--- config.mk ---
export PLATFORM = sky130hd
export DESIGN_NAME = tdp_core
export DESIGN_NICKNAME = d
export VERILOG_FILES = /design/src/common/tdp_pkg.sv /design/src/logic/tdp_core.sv
export VERILOG_INCLUDE_DIRS = /design/src /design/src/common
export SDC_FILE = /design/constraint.sdc
export NUM_CORES = 1
export LEC_CHECK = 0
export BUFFER_PORTS_ARGS = -buffer_cell sky130_fd_sc_hd__buf_4
export CAP_MARGIN = 0
export CORE_MARGIN = 10
export CORE_UTILIZATION = 56
export CTS_CLUSTER_DIAMETER = 40
export DETAILED_ROUTE_END_ITERATION = 7
export PLACE_DENSITY = 0.77
export SLEW_MARGIN = 20
export SYNTH_ARGS = -nofsm -noshare
export SYNTH_HDL_FRONTEND = slang
export SYNTH_SLANG_ARGS = --single-unit
--- constraint.sdc ---
create_clock -name I_REF_CLK -period 10.7 [get_ports I_REF_CLK]
set_input_delay 1.07 -clock I_REF_CLK [delete_from_list [all_inputs] [get_ports I_REF_CLK]]
set_output_delay 1.07 -clock I_REF_CLK [all_outputs]
set_load 0.01 [all_outputs]
--- src/common/tdp_map.svh ---
`ifndef TDP_MAP_SVH
`define TDP_MAP_SVH

// Data path geometry
`define TDP_TRACKS 9
`define TDP_SKEW_DEPTH 4
`define TDP_SKEW_PTR_W 2
`define TDP_ACC_W 14

// Register byte offsets
`define TDP_OFF_CTRL 5'h00
`define TDP_OFF_GC 5'h04
`define TDP_OFF_CMD 5'h08
`define TDP_OFF_STAT 5'h0C
`define TDP_OFF_ERR_PAT 5'h10
`define TDP_OFF_CRC 5'h14

// Control register fields
`define TDP_CTRL_OP_LSB 0
`define TDP_CTRL_PE 3
`define TDP_CTRL_SEVEN 4
`define TDP_CTRL_EVEN 5
`define TDP_CTRL_PACK 6

// Command register fields
`define TDP_CMD_RELOAD 0
`define TDP_CMD_INJECT 1
`define TDP_CMD_CLEAR 2

// Reset values and constants
`define TDP_RST_GC 8'h01
`define TDP_RST_RELOAD 8'h01
`define TDP_CRC_MATCH 9'h1D7
`define TDP_CHAR_W 6
`define TDP_BYTE_W 8

`endif

--- src/common/tdp_pkg.sv ---
package tdp_pkg;

`include "tdp_map.svh"

  typedef enum logic [2:0] {OP_IDLE, OP_STATUS, OP_SENSE, OP_WRITE, OP_READ} tdp_op_type;

  typedef struct packed {
    logic [4:0] address;
    logic read;
    logic write;
    logic [31:0] writedata;
  } tdp_avs_req_type;

  typedef struct packed {
    logic [31:0] readdata;
    logic waitrequest;
  } tdp_avs_rsp_type;

  // Nine-bit tape byte, bit 8 is the parity track
  typedef struct packed {
    logic [8:0] data;
    logic valid;
  } tdp_byte_type;

  typedef struct packed {
    tdp_avs_rsp_type rsp;
    tdp_op_type op;
    logic pe;
    logic seven;
    logic even_red;
    logic pack;
    logic [7:0] gc;
    logic [7:0] reload;
    logic [7:0] bpc;
    logic half;
    tdp_byte_type io;
    tdp_byte_type a;
    tdp_byte_type b;
    tdp_byte_type ccr;
    tdp_byte_type bus_in;
    logic [8:0] wl;
    logic chk_pend;
    logic chk_odd;
    logic alt;
    logic [8:0] crc;
    logic [8:0] lrc;
    logic [8:0] dead;
    logic [7:0] err_pat;
    logic [8:0][3:0] skew;
    logic [8:0][1:0] wp;
    logic [1:0] rp;
    logic [8:0][2:0] cnt;
    logic [13:0] acc;
    logic [3:0] acnt;
    logic flush;
    logic wlp_err;
    logic path_err;
    logic skew_err;
  } tdp_state_type;

endpackage : tdp_pkg

--- src/logic/tdp_core.sv ---
// Register access over Avalon-MM and the placing of the registers were left to the implementer.
`timescale 1ns/1ps
module tdp_core (
  input wire logic I_REF_CLK,
  input wire logic I_RST,
  input tdp_pkg::tdp_avs_req_type I_AVS_REQ,
  output tdp_pkg::tdp_avs_rsp_type O_AVS_RSP,
  input tdp_pkg::tdp_byte_type I_ABUS,
  output tdp_pkg::tdp_byte_type O_BUS_IN,
  input wire logic [8:0] I_TRACK_BIT,
  input wire logic [8:0] I_TRACK_STROBE,
  input wire logic I_PHASE_TIME,
  input wire logic I_RECORD_END,
  input wire logic I_BYTE_PARITY_ERR,
  output logic [8:0] O_WRITE_LEVEL
);
  import tdp_pkg::*;
`include "tdp_map.svh"

  function automatic logic odd9(input logic [8:0] v);
    odd9 = ^v;
  endfunction : odd9

  // Character with its parity track set for the chosen redundancy
  function automatic logic [8:0] char7(input logic [5:0] ch, input logic even);
    char7 = {2'b00, (^ch) ^ ~even, ch};
  endfunction : char7

  tdp_state_type s_reg;
  tdp_state_type s_next;
  logic [4:0] addr_w;
  logic [2:0] cmd;
  logic wr_mode;
  logic rd_mode;
  logic sense;
  logic nrzi;
  logic pk;
  logic tick;
  logic wr_tick;
  logic shift_tick;
  logic inject;
  logic pop;
  logic ccr_take;
  logic ccr_perr;
  logic load_b;
  logic [8:0] bval;
  logic [8:0] pop_byte;
  logic [8:0] ready;
  logic [8:0] corr;
  logic [8:0] push_ok;

  always_comb begin
    s_next = s_reg;
    addr_w = {I_AVS_REQ.address[4:2], 2'b00};
    cmd = 3'h0;
    wr_mode = (s_reg.op == OP_WRITE);
    rd_mode = (s_reg.op == OP_READ);
    sense = (s_reg.op == OP_SENSE);
    nrzi = !s_reg.pe;
    // Packing only with the 7-track feature and only once software selects it
    // mode gate
    pk = s_reg.pack && s_reg.seven;
    load_b = 1'b0;
    bval = 9'h000;
    pop_byte = 9'h000;
    ready = 9'h000;
    push_ok = 9'h000;

    // Bus slave: one wait cycle, act on the edge that sees waitrequest low
    s_next.rsp.waitrequest = 1'b1;
    if (I_AVS_REQ.read || I_AVS_REQ.write) begin
      if (s_reg.rsp.waitrequest) begin
        s_next.rsp.waitrequest = 1'b0;
        s_next.rsp.readdata = 32'h0000_0000;
        if (addr_w == `TDP_OFF_CTRL) begin
          s_next.rsp.readdata[6:0] = {s_reg.pack, s_reg.even_red, s_reg.seven, s_reg.pe,
                                      s_reg.op};
        end else if (addr_w == `TDP_OFF_GC) begin
          s_next.rsp.readdata[15:0] = {s_reg.reload, s_reg.gc};
        end else if (addr_w == `TDP_OFF_STAT) begin
          s_next.rsp.readdata[4:0] = {s_reg.crc == `TDP_CRC_MATCH, s_reg.skew_err,
                                      |s_reg.lrc, s_reg.path_err, s_reg.wlp_err};
          s_next.rsp.readdata[24:16] = s_reg.wl;
        end else if (addr_w == `TDP_OFF_ERR_PAT) begin
          s_next.rsp.readdata[7:0] = s_reg.err_pat;
          s_next.rsp.readdata[24:16] = s_reg.lrc;
        end else if (addr_w == `TDP_OFF_CRC) begin
          s_next.rsp.readdata[8:0] = s_reg.crc;
          s_next.rsp.readdata[24:16] = s_reg.dead;
        end
      end else if (I_AVS_REQ.write) begin
        if (addr_w == `TDP_OFF_CTRL) begin
          s_next.op = (I_AVS_REQ.writedata[2:0] > 3'h4) ? OP_IDLE
                      : tdp_op_type'(I_AVS_REQ.writedata[2:0]);
          s_next.pe = I_AVS_REQ.writedata[`TDP_CTRL_PE];
          s_next.seven = I_AVS_REQ.writedata[`TDP_CTRL_SEVEN];
          s_next.even_red = I_AVS_REQ.writedata[`TDP_CTRL_EVEN];
          s_next.pack = I_AVS_REQ.writedata[`TDP_CTRL_PACK];
        end else if (addr_w == `TDP_OFF_GC) begin
          s_next.gc = I_AVS_REQ.writedata[7:0];
        end else if (addr_w == `TDP_OFF_CMD) begin
          cmd = I_AVS_REQ.writedata[2:0];
        end
      end
    end
    if (cmd[`TDP_CMD_RELOAD]) begin
      s_next.reload = s_reg.gc;
    end
    // Clears come first so that a hardware set in the same cycle wins
    if (cmd[`TDP_CMD_CLEAR]) begin
      s_next.wlp_err = 1'b0;
      s_next.path_err = 1'b0;
      s_next.skew_err = 1'b0;
      s_next.lrc = 9'h000;
      s_next.crc = 9'h000;
      s_next.err_pat = 8'h00;
      s_next.alt = 1'b0;
    end

    tick = (s_reg.bpc == 8'h00);
    if (tick) begin
      s_next.bpc = s_reg.reload;
      s_next.half = ~s_reg.half;
    end else begin
      s_next.bpc = s_reg.bpc - 8'h01;
    end
    wr_tick = tick && !s_reg.half;
    shift_tick = tick && s_reg.half;

    s_next.chk_pend = 1'b0;
    if (wr_mode && wr_tick && s_reg.b.valid) begin
      s_next.b.valid = 1'b0;
      s_next.chk_pend = 1'b1;
      if (nrzi) begin
        s_next.wl = s_reg.wl ^ s_reg.b.data;
        s_next.chk_odd = (s_reg.seven && s_reg.even_red) ? 1'b0 : ~s_reg.alt;
        s_next.alt = ~s_reg.alt;
      end else begin
        s_next.wl = s_reg.b.data;
        s_next.chk_odd = 1'b1;
        s_next.alt = 1'b1;
      end
    end else if (wr_mode && shift_tick && s_reg.pe && s_reg.alt) begin
      s_next.wl = ~s_reg.wl;
      s_next.chk_odd = 1'b0;
      s_next.chk_pend = 1'b1;
      s_next.alt = 1'b0;
    end
    // even mode expects even count, caught through chk_odd low
    if (s_reg.chk_pend && (odd9(s_reg.wl) != s_reg.chk_odd)) begin
      s_next.wlp_err = 1'b1;
    end

    for (int i = 0; i < `TDP_TRACKS; i++) begin
      ready[i] = s_reg.dead[i] || (s_reg.cnt[i] != 3'h0);
      pop_byte[i] = !s_reg.dead[i] && s_reg.skew[i][s_reg.rp];
    end
    pop = (wr_mode || rd_mode) && (&ready) && !s_reg.ccr.valid && (~s_reg.dead != 9'h000);
    for (int i = 0; i < `TDP_TRACKS; i++) begin
      if (I_TRACK_STROBE[i] && !s_reg.dead[i] && (wr_mode || rd_mode)) begin
        if (s_reg.cnt[i] == 3'(`TDP_SKEW_DEPTH)) begin
          if (wr_mode) begin
            s_next.path_err = 1'b1;
          end else begin
            s_next.skew_err = 1'b1;
          end
        end else begin
          push_ok[i] = 1'b1;
          s_next.skew[i][s_reg.wp[i]] = I_TRACK_BIT[i];
          s_next.wp[i] = s_reg.wp[i] + 2'h1;
        end
      end
      s_next.cnt[i] = s_reg.cnt[i] + {2'b00, push_ok[i]} - {2'b00, pop && !s_reg.dead[i]};
    end
    if (pop) begin
      s_next.rp = s_reg.rp + 2'h1;
      s_next.ccr = {pop_byte, 1'b1};
    end

    ccr_perr = s_reg.ccr.valid && (odd9(s_reg.ccr.data) == (s_reg.seven && s_reg.even_red));
    corr = (ccr_perr && s_reg.pe) ? (s_reg.ccr.data ^ s_reg.dead) : s_reg.ccr.data;
    inject = cmd[`TDP_CMD_INJECT] && !s_reg.a.valid;
    ccr_take = s_reg.ccr.valid && (wr_mode || (rd_mode && !s_reg.a.valid && !inject));

    if (inject) begin
      s_next.a = {(sense ? s_reg.dead : s_reg.crc), 1'b1};
    end else if (ccr_take && rd_mode) begin
      s_next.a = {corr, 1'b1};
    end else if (wr_mode && s_reg.io.valid && !s_reg.a.valid) begin
      s_next.a = s_reg.io;
      s_next.io.valid = 1'b0;
    end
    if (ccr_take) begin
      s_next.ccr.valid = 1'b0;
      if (wr_mode) begin
        if (ccr_perr) begin
          s_next.path_err = 1'b1;
        end
      end else begin
        s_next.err_pat = {ccr_perr || I_BYTE_PARITY_ERR, s_reg.err_pat[7:1]};
        if (nrzi) begin
          s_next.lrc = s_reg.lrc ^ corr;
        end
      end
    end

    // stage one feeds stage two, through the packer when enabled
    if (!pk) begin
      if (s_reg.a.valid && !s_reg.b.valid) begin
        load_b = 1'b1;
        bval = s_reg.a.data;
        s_next.a.valid = 1'b0;
      end
    end else if (wr_mode) begin
      if (s_reg.acnt >= 4'd6 && !s_reg.b.valid) begin
        load_b = 1'b1;
        bval = char7(6'(s_reg.acc >> (s_reg.acnt - 4'd6)), s_reg.even_red);
        s_next.acnt = s_reg.acnt - 4'd6;
      end else if (s_reg.a.valid && s_reg.acnt < 4'd6) begin
        s_next.acc = {s_reg.acc[5:0], s_reg.a.data[7:0]};
        s_next.acnt = s_reg.acnt + 4'd8;
        s_next.a.valid = 1'b0;
      end else if (s_reg.flush && !s_reg.b.valid) begin
        s_next.flush = 1'b0;
        s_next.acnt = 4'd0;
        if (s_reg.acnt != 4'd0) begin
          load_b = 1'b1;
          bval = char7(6'(s_reg.acc << (4'd6 - s_reg.acnt)), s_reg.even_red);
        end
      end
    end else if (rd_mode) begin
      // four characters back to three bytes
      if (s_reg.acnt >= 4'd8 && !s_reg.b.valid) begin
        load_b = 1'b1;
        bval[7:0] = 8'(s_reg.acc >> (s_reg.acnt - 4'd8));
        bval[8] = ~^bval[7:0];
        s_next.acnt = s_reg.acnt - 4'd8;
      end else if (s_reg.a.valid && s_reg.acnt < 4'd8) begin
        s_next.acc = {s_reg.acc[7:0], s_reg.a.data[5:0]};
        s_next.acnt = s_reg.acnt + 4'd6;
        s_next.a.valid = 1'b0;
      end
    end else if (s_reg.a.valid && !s_reg.b.valid) begin
      load_b = 1'b1;
      bval = s_reg.a.data;
      s_next.a.valid = 1'b0;
    end
    if (load_b) begin
      s_next.b = {bval, 1'b1};
      if (nrzi && (wr_mode || rd_mode)) begin
        s_next.crc = {s_reg.crc[7:0], s_reg.crc[8]} ^ bval;
      end
    end

    // stage two to channel buffer on read or sense
    if ((rd_mode || sense) && s_reg.b.valid && !s_reg.io.valid) begin
      s_next.io = s_reg.b;
      s_next.b.valid = 1'b0;
      if (rd_mode && !pk && !odd9(s_reg.b.data)) begin
        s_next.path_err = 1'b1;
      end
    end else if ((s_reg.op == OP_STATUS || sense || wr_mode) && I_ABUS.valid
                 && !s_reg.io.valid) begin
      s_next.io = I_ABUS;
    end
    s_next.bus_in.valid = 1'b0;
    if (!wr_mode && s_reg.io.valid) begin
      s_next.bus_in = s_reg.io;
      s_next.io.valid = 1'b0;
    end

    // Record end clears dead tracks first so a phase-time set still wins
    if (I_RECORD_END) begin
      s_next.dead = 9'h000;
      s_next.wp = '0;
      s_next.rp = 2'h0;
      s_next.cnt = '0;
      s_next.ccr.valid = 1'b0;
      if (wr_mode) begin
        s_next.flush = 1'b1;
      end else begin
        s_next.acnt = 4'd0;
      end
    end
    if (s_reg.pe && rd_mode && I_PHASE_TIME) begin
      s_next.dead = s_next.dead | ~I_TRACK_STROBE;
    end
  end

  always_ff @(posedge I_REF_CLK) begin
    if (I_RST) begin
      s_reg <= '0;
      s_reg.rsp.waitrequest <= 1'b1;
      s_reg.op <= OP_IDLE;
      s_reg.gc <= `TDP_RST_GC;
      s_reg.reload <= `TDP_RST_RELOAD;
    end else begin
      s_reg <= s_next;
    end
  end

  assign O_AVS_RSP = s_reg.rsp;
  assign O_BUS_IN = s_reg.bus_in;
  assign O_WRITE_LEVEL = s_reg.wl;
endmodule : tdp_core

==> qor.yml <==
outcome:
  outcome: "finished, final reports clean"
die:
  die_w_um: 184
  num_io_pins: 124
  die_area_sq_um: 33900
  core_area_sq_um: 26700
  die_h_um: 184
  initial_utilization_pct: 56.5
  rows: 60
power_and_ir_drop:
  switching_power_w: 0.000546
  p_seq_share_pct: 42.8
  finalPower_w: 0.00233
  p_per_area_nw_per_um2: 140
  p_int_w: 0.00179
  leakagePower_nw: 6.30
  combPwrFrac_pct: 5.7
  clockPowerShare_pct: 51.5
  peakVddDrop_mv: 0.0986
  switching_share_pct: 23.4
global_route:
  antenna_found_initial: 0
  grt.total_usage_pct: 23.4
  grt_max_degree: 102
  gr-total-overflow: 0
  grt_pass1_vias: 12400
  grt_pass1_wl_um: 65000
detailed_routing:
  vias: 13000
  via_per_inst: 6.05
  drcViolationCount: 0
  firstDrtPassIters: 5
  drtAntennaViolNets: 0
  drtIter0Drc: 1253
  drt-total-wl_um: 40400
  avgRoutedWirePerCell_um: 18.8
final_layout:
  antenna_cells: 0
  fin_nets: 1920
  area_growth_pct: 10.1
  layout-drive-gt1-share_pct: 12.9
  fin_cells: 2148
  largest_reg_flops: 215
min_path:
  min_from: "s_reg[101]"
  hp-class: "flip-flop to flip-flop"
  hold-path-endpoint: "s_reg[101]"
  hold_depth: 2
logic_synthesis:
  synth_area_per_cell_sq_um: 8.36
  synth_area_sq_um: 15100
  synth_edf_count: 0
  synth_top_area_cell: "dfxtp_1"
  ys_types: 89
  yosysMostFrequentCell: "dfxtp_1"
  netlist_instances: 1805
  netlist.area_leader.share_pct: 34.5
  synthFlopType: "dfxtp_1"
  synth_seq_cells: 260
  synth_top_cells_by_area: "dfxtp_1 (34%), nor2_1 (6.0%), a21oi_1 (5.2%)"
  ys_seq_area_share_pct: 34.5
  synth_top_cells_by_count: "dfxtp_1 (260), nor2_1 (242), nand2_1 (205)"
  yosys_warnings: 0
  async_reset_ff_share_pct: 0
cts:
  cts_root_buffer: "clkbuf_16"
  cts_buffer_depth: 3
  cts_made_buffers: 36
  cts_sinks: 260
  cts_setup_buffers: 0
  cts-resized-gates: 0
  cts_tree: "yes"
  clk_latency_ps: 520
  htreeDepth: 2
  hold_buffers: 0
  path_clk_slew_ps: 60
sta:
  fin_crit_sh_pct: 42.6
  hold_viol: 0
  worst_pin_slew_ps: 1070
  setup_violations: 0
  slew_headroom_pct: 28.8
  finalWorstSetupSlack_ps: 6140
  setup_tns_ps: 0
  drv_slew: 0
  clock-skew-final_ps: 15.7
  rsz0062_at_grt: "false"
  fin_crit_ps: 4560
  fmax_mhz: 219
setup_path:
  r2r-start: "s_reg[6]"
  worst-path-max-fanout: 19
  crit_path_end_kind: "flip-flop"
  rr_worst_depth: 11
  critical_path_arrival_ps: 4900
  startpoint: "s_reg[6]"
  r2r_slack_ps: 6140
  worstSetupPathType: "flip-flop to flip-flop"
  crit_required_ps: 11040
  worstSetupStartpointType: "flip-flop"
  r2r_end: "s_reg[179]"
place:
  place_congestion: 0.941
  place_ws_ps: 6210
  portBuffers: 90
  detailed_place_hpwl_um: 28100
  dpl.cell_count: 2083
flow_run:
  cap_violations: 0
-- worst max path at each step --
stage,endpoint,depth (start not counted)
finish,s_reg[179],11
detailed placement,s_reg[179],11
CTS,s_reg[179],11
floorplan,s_reg[137],14
global route,s_reg[179],11
global placement,s_reg[137],11
-- through the flow --
stage,area (sq um),util [%],hold slack (ps)
finish,16600,62.1,452
global route,16600,62.1,474
CTS,16600,62.1,455
detailed placement,15400,57.5,447
global placement,15400,57.5,439
floorplan,15100,-,427
-- per-layer routing --
metal	up-vias	part of all wire [%]	global-route usage (%)	routed length, um
li1	6185	-	-	-
met1	6181	42	30.0	16800
met2	525	47	38.9	19200
met3	104	8.0	3.94	3230
met4	0	2.9	8.06	1170
met5	-	0	0	0
-- cell families after synthesis --
logic type / after synthesis / share of synthesized area, %
simple gates: 662 / 19.6
compound gates: 370 / 15.7
flops: 260 / 34.5
buf+inv: 239 / 8.15
mux: 104 / 9.49
xor+xnor: 101 / 6.38
fa+ha+maj: 68 / 6.09
other cells: 1 / 0.0249
-- critical path, stage by stage (launching register included) --
cell      delay [ps]
dfxtp_1          860
clkinv_1         500
ha_1             740
mux4_2           550
and3_1           190
a221o_1          300
xor2_1           150
xnor3_1          420
xnor2_1          160
nor4_2           240
or2_1            190
a21oi_1           70
-- layout by cell type (no fill, tap or decap), types with 7 or more instances in the layout --
cell	count
a31oi_1	10
and2_1	14
inv_1	58
xor2_1	37
nand2_1	205
mux4_2	27
nor2_1	241
mux2_2	9
nand2b_1	8
ha_1	59
a222oi_1	9
a221oi_1	12
nor4_1	14
buf_4	107
dfxtp_1	260
conb_1	7
nor3_1	32
a22oi_1	27
and3_1	7
o21ai_0	53
clkbuf_8	7
mux2_1	7
a211oi_1	26
nand3_1	77
nand4_1	10
a21oi_1	157
clkinv_2	7
fa_1	9
xnor2_1	57
clkbuf_16	38
mux2i_1	59
nor3b_1	20
-- power by group through the flow --
| stage | clock network, W | logic [W] | registers [W] |
|---|---|---|---|
| 2_1_floorplan | 0 | 0.0000939 | 0.00101 |
| 3_3_place_gp | 0 | 0.000127 | 0.00102 |
| 3_5_place_dp | 0 | 0.000130 | 0.00102 |
| 4_1_cts | 0.00121 | 0.000132 | 0.000998 |
| 5_1_grt | 0.00126 | 0.000147 | 0.00100 |
| 6_report | 0.00120 | 0.000133 | 0.000999 |
-- area by class of cell --
class | count | area (sq um)
clock inverters | 16 | 165
inverters | 62 | 233
fillers | 2250 | 10100
flip-flops and latches | 260 | 5200
well taps | 341 | 427
multi-input cells | 1312 | 8700
repair buffers | 108 | 815
clock buffers | 49 | 1060
(Power assumes the default switching activity.)
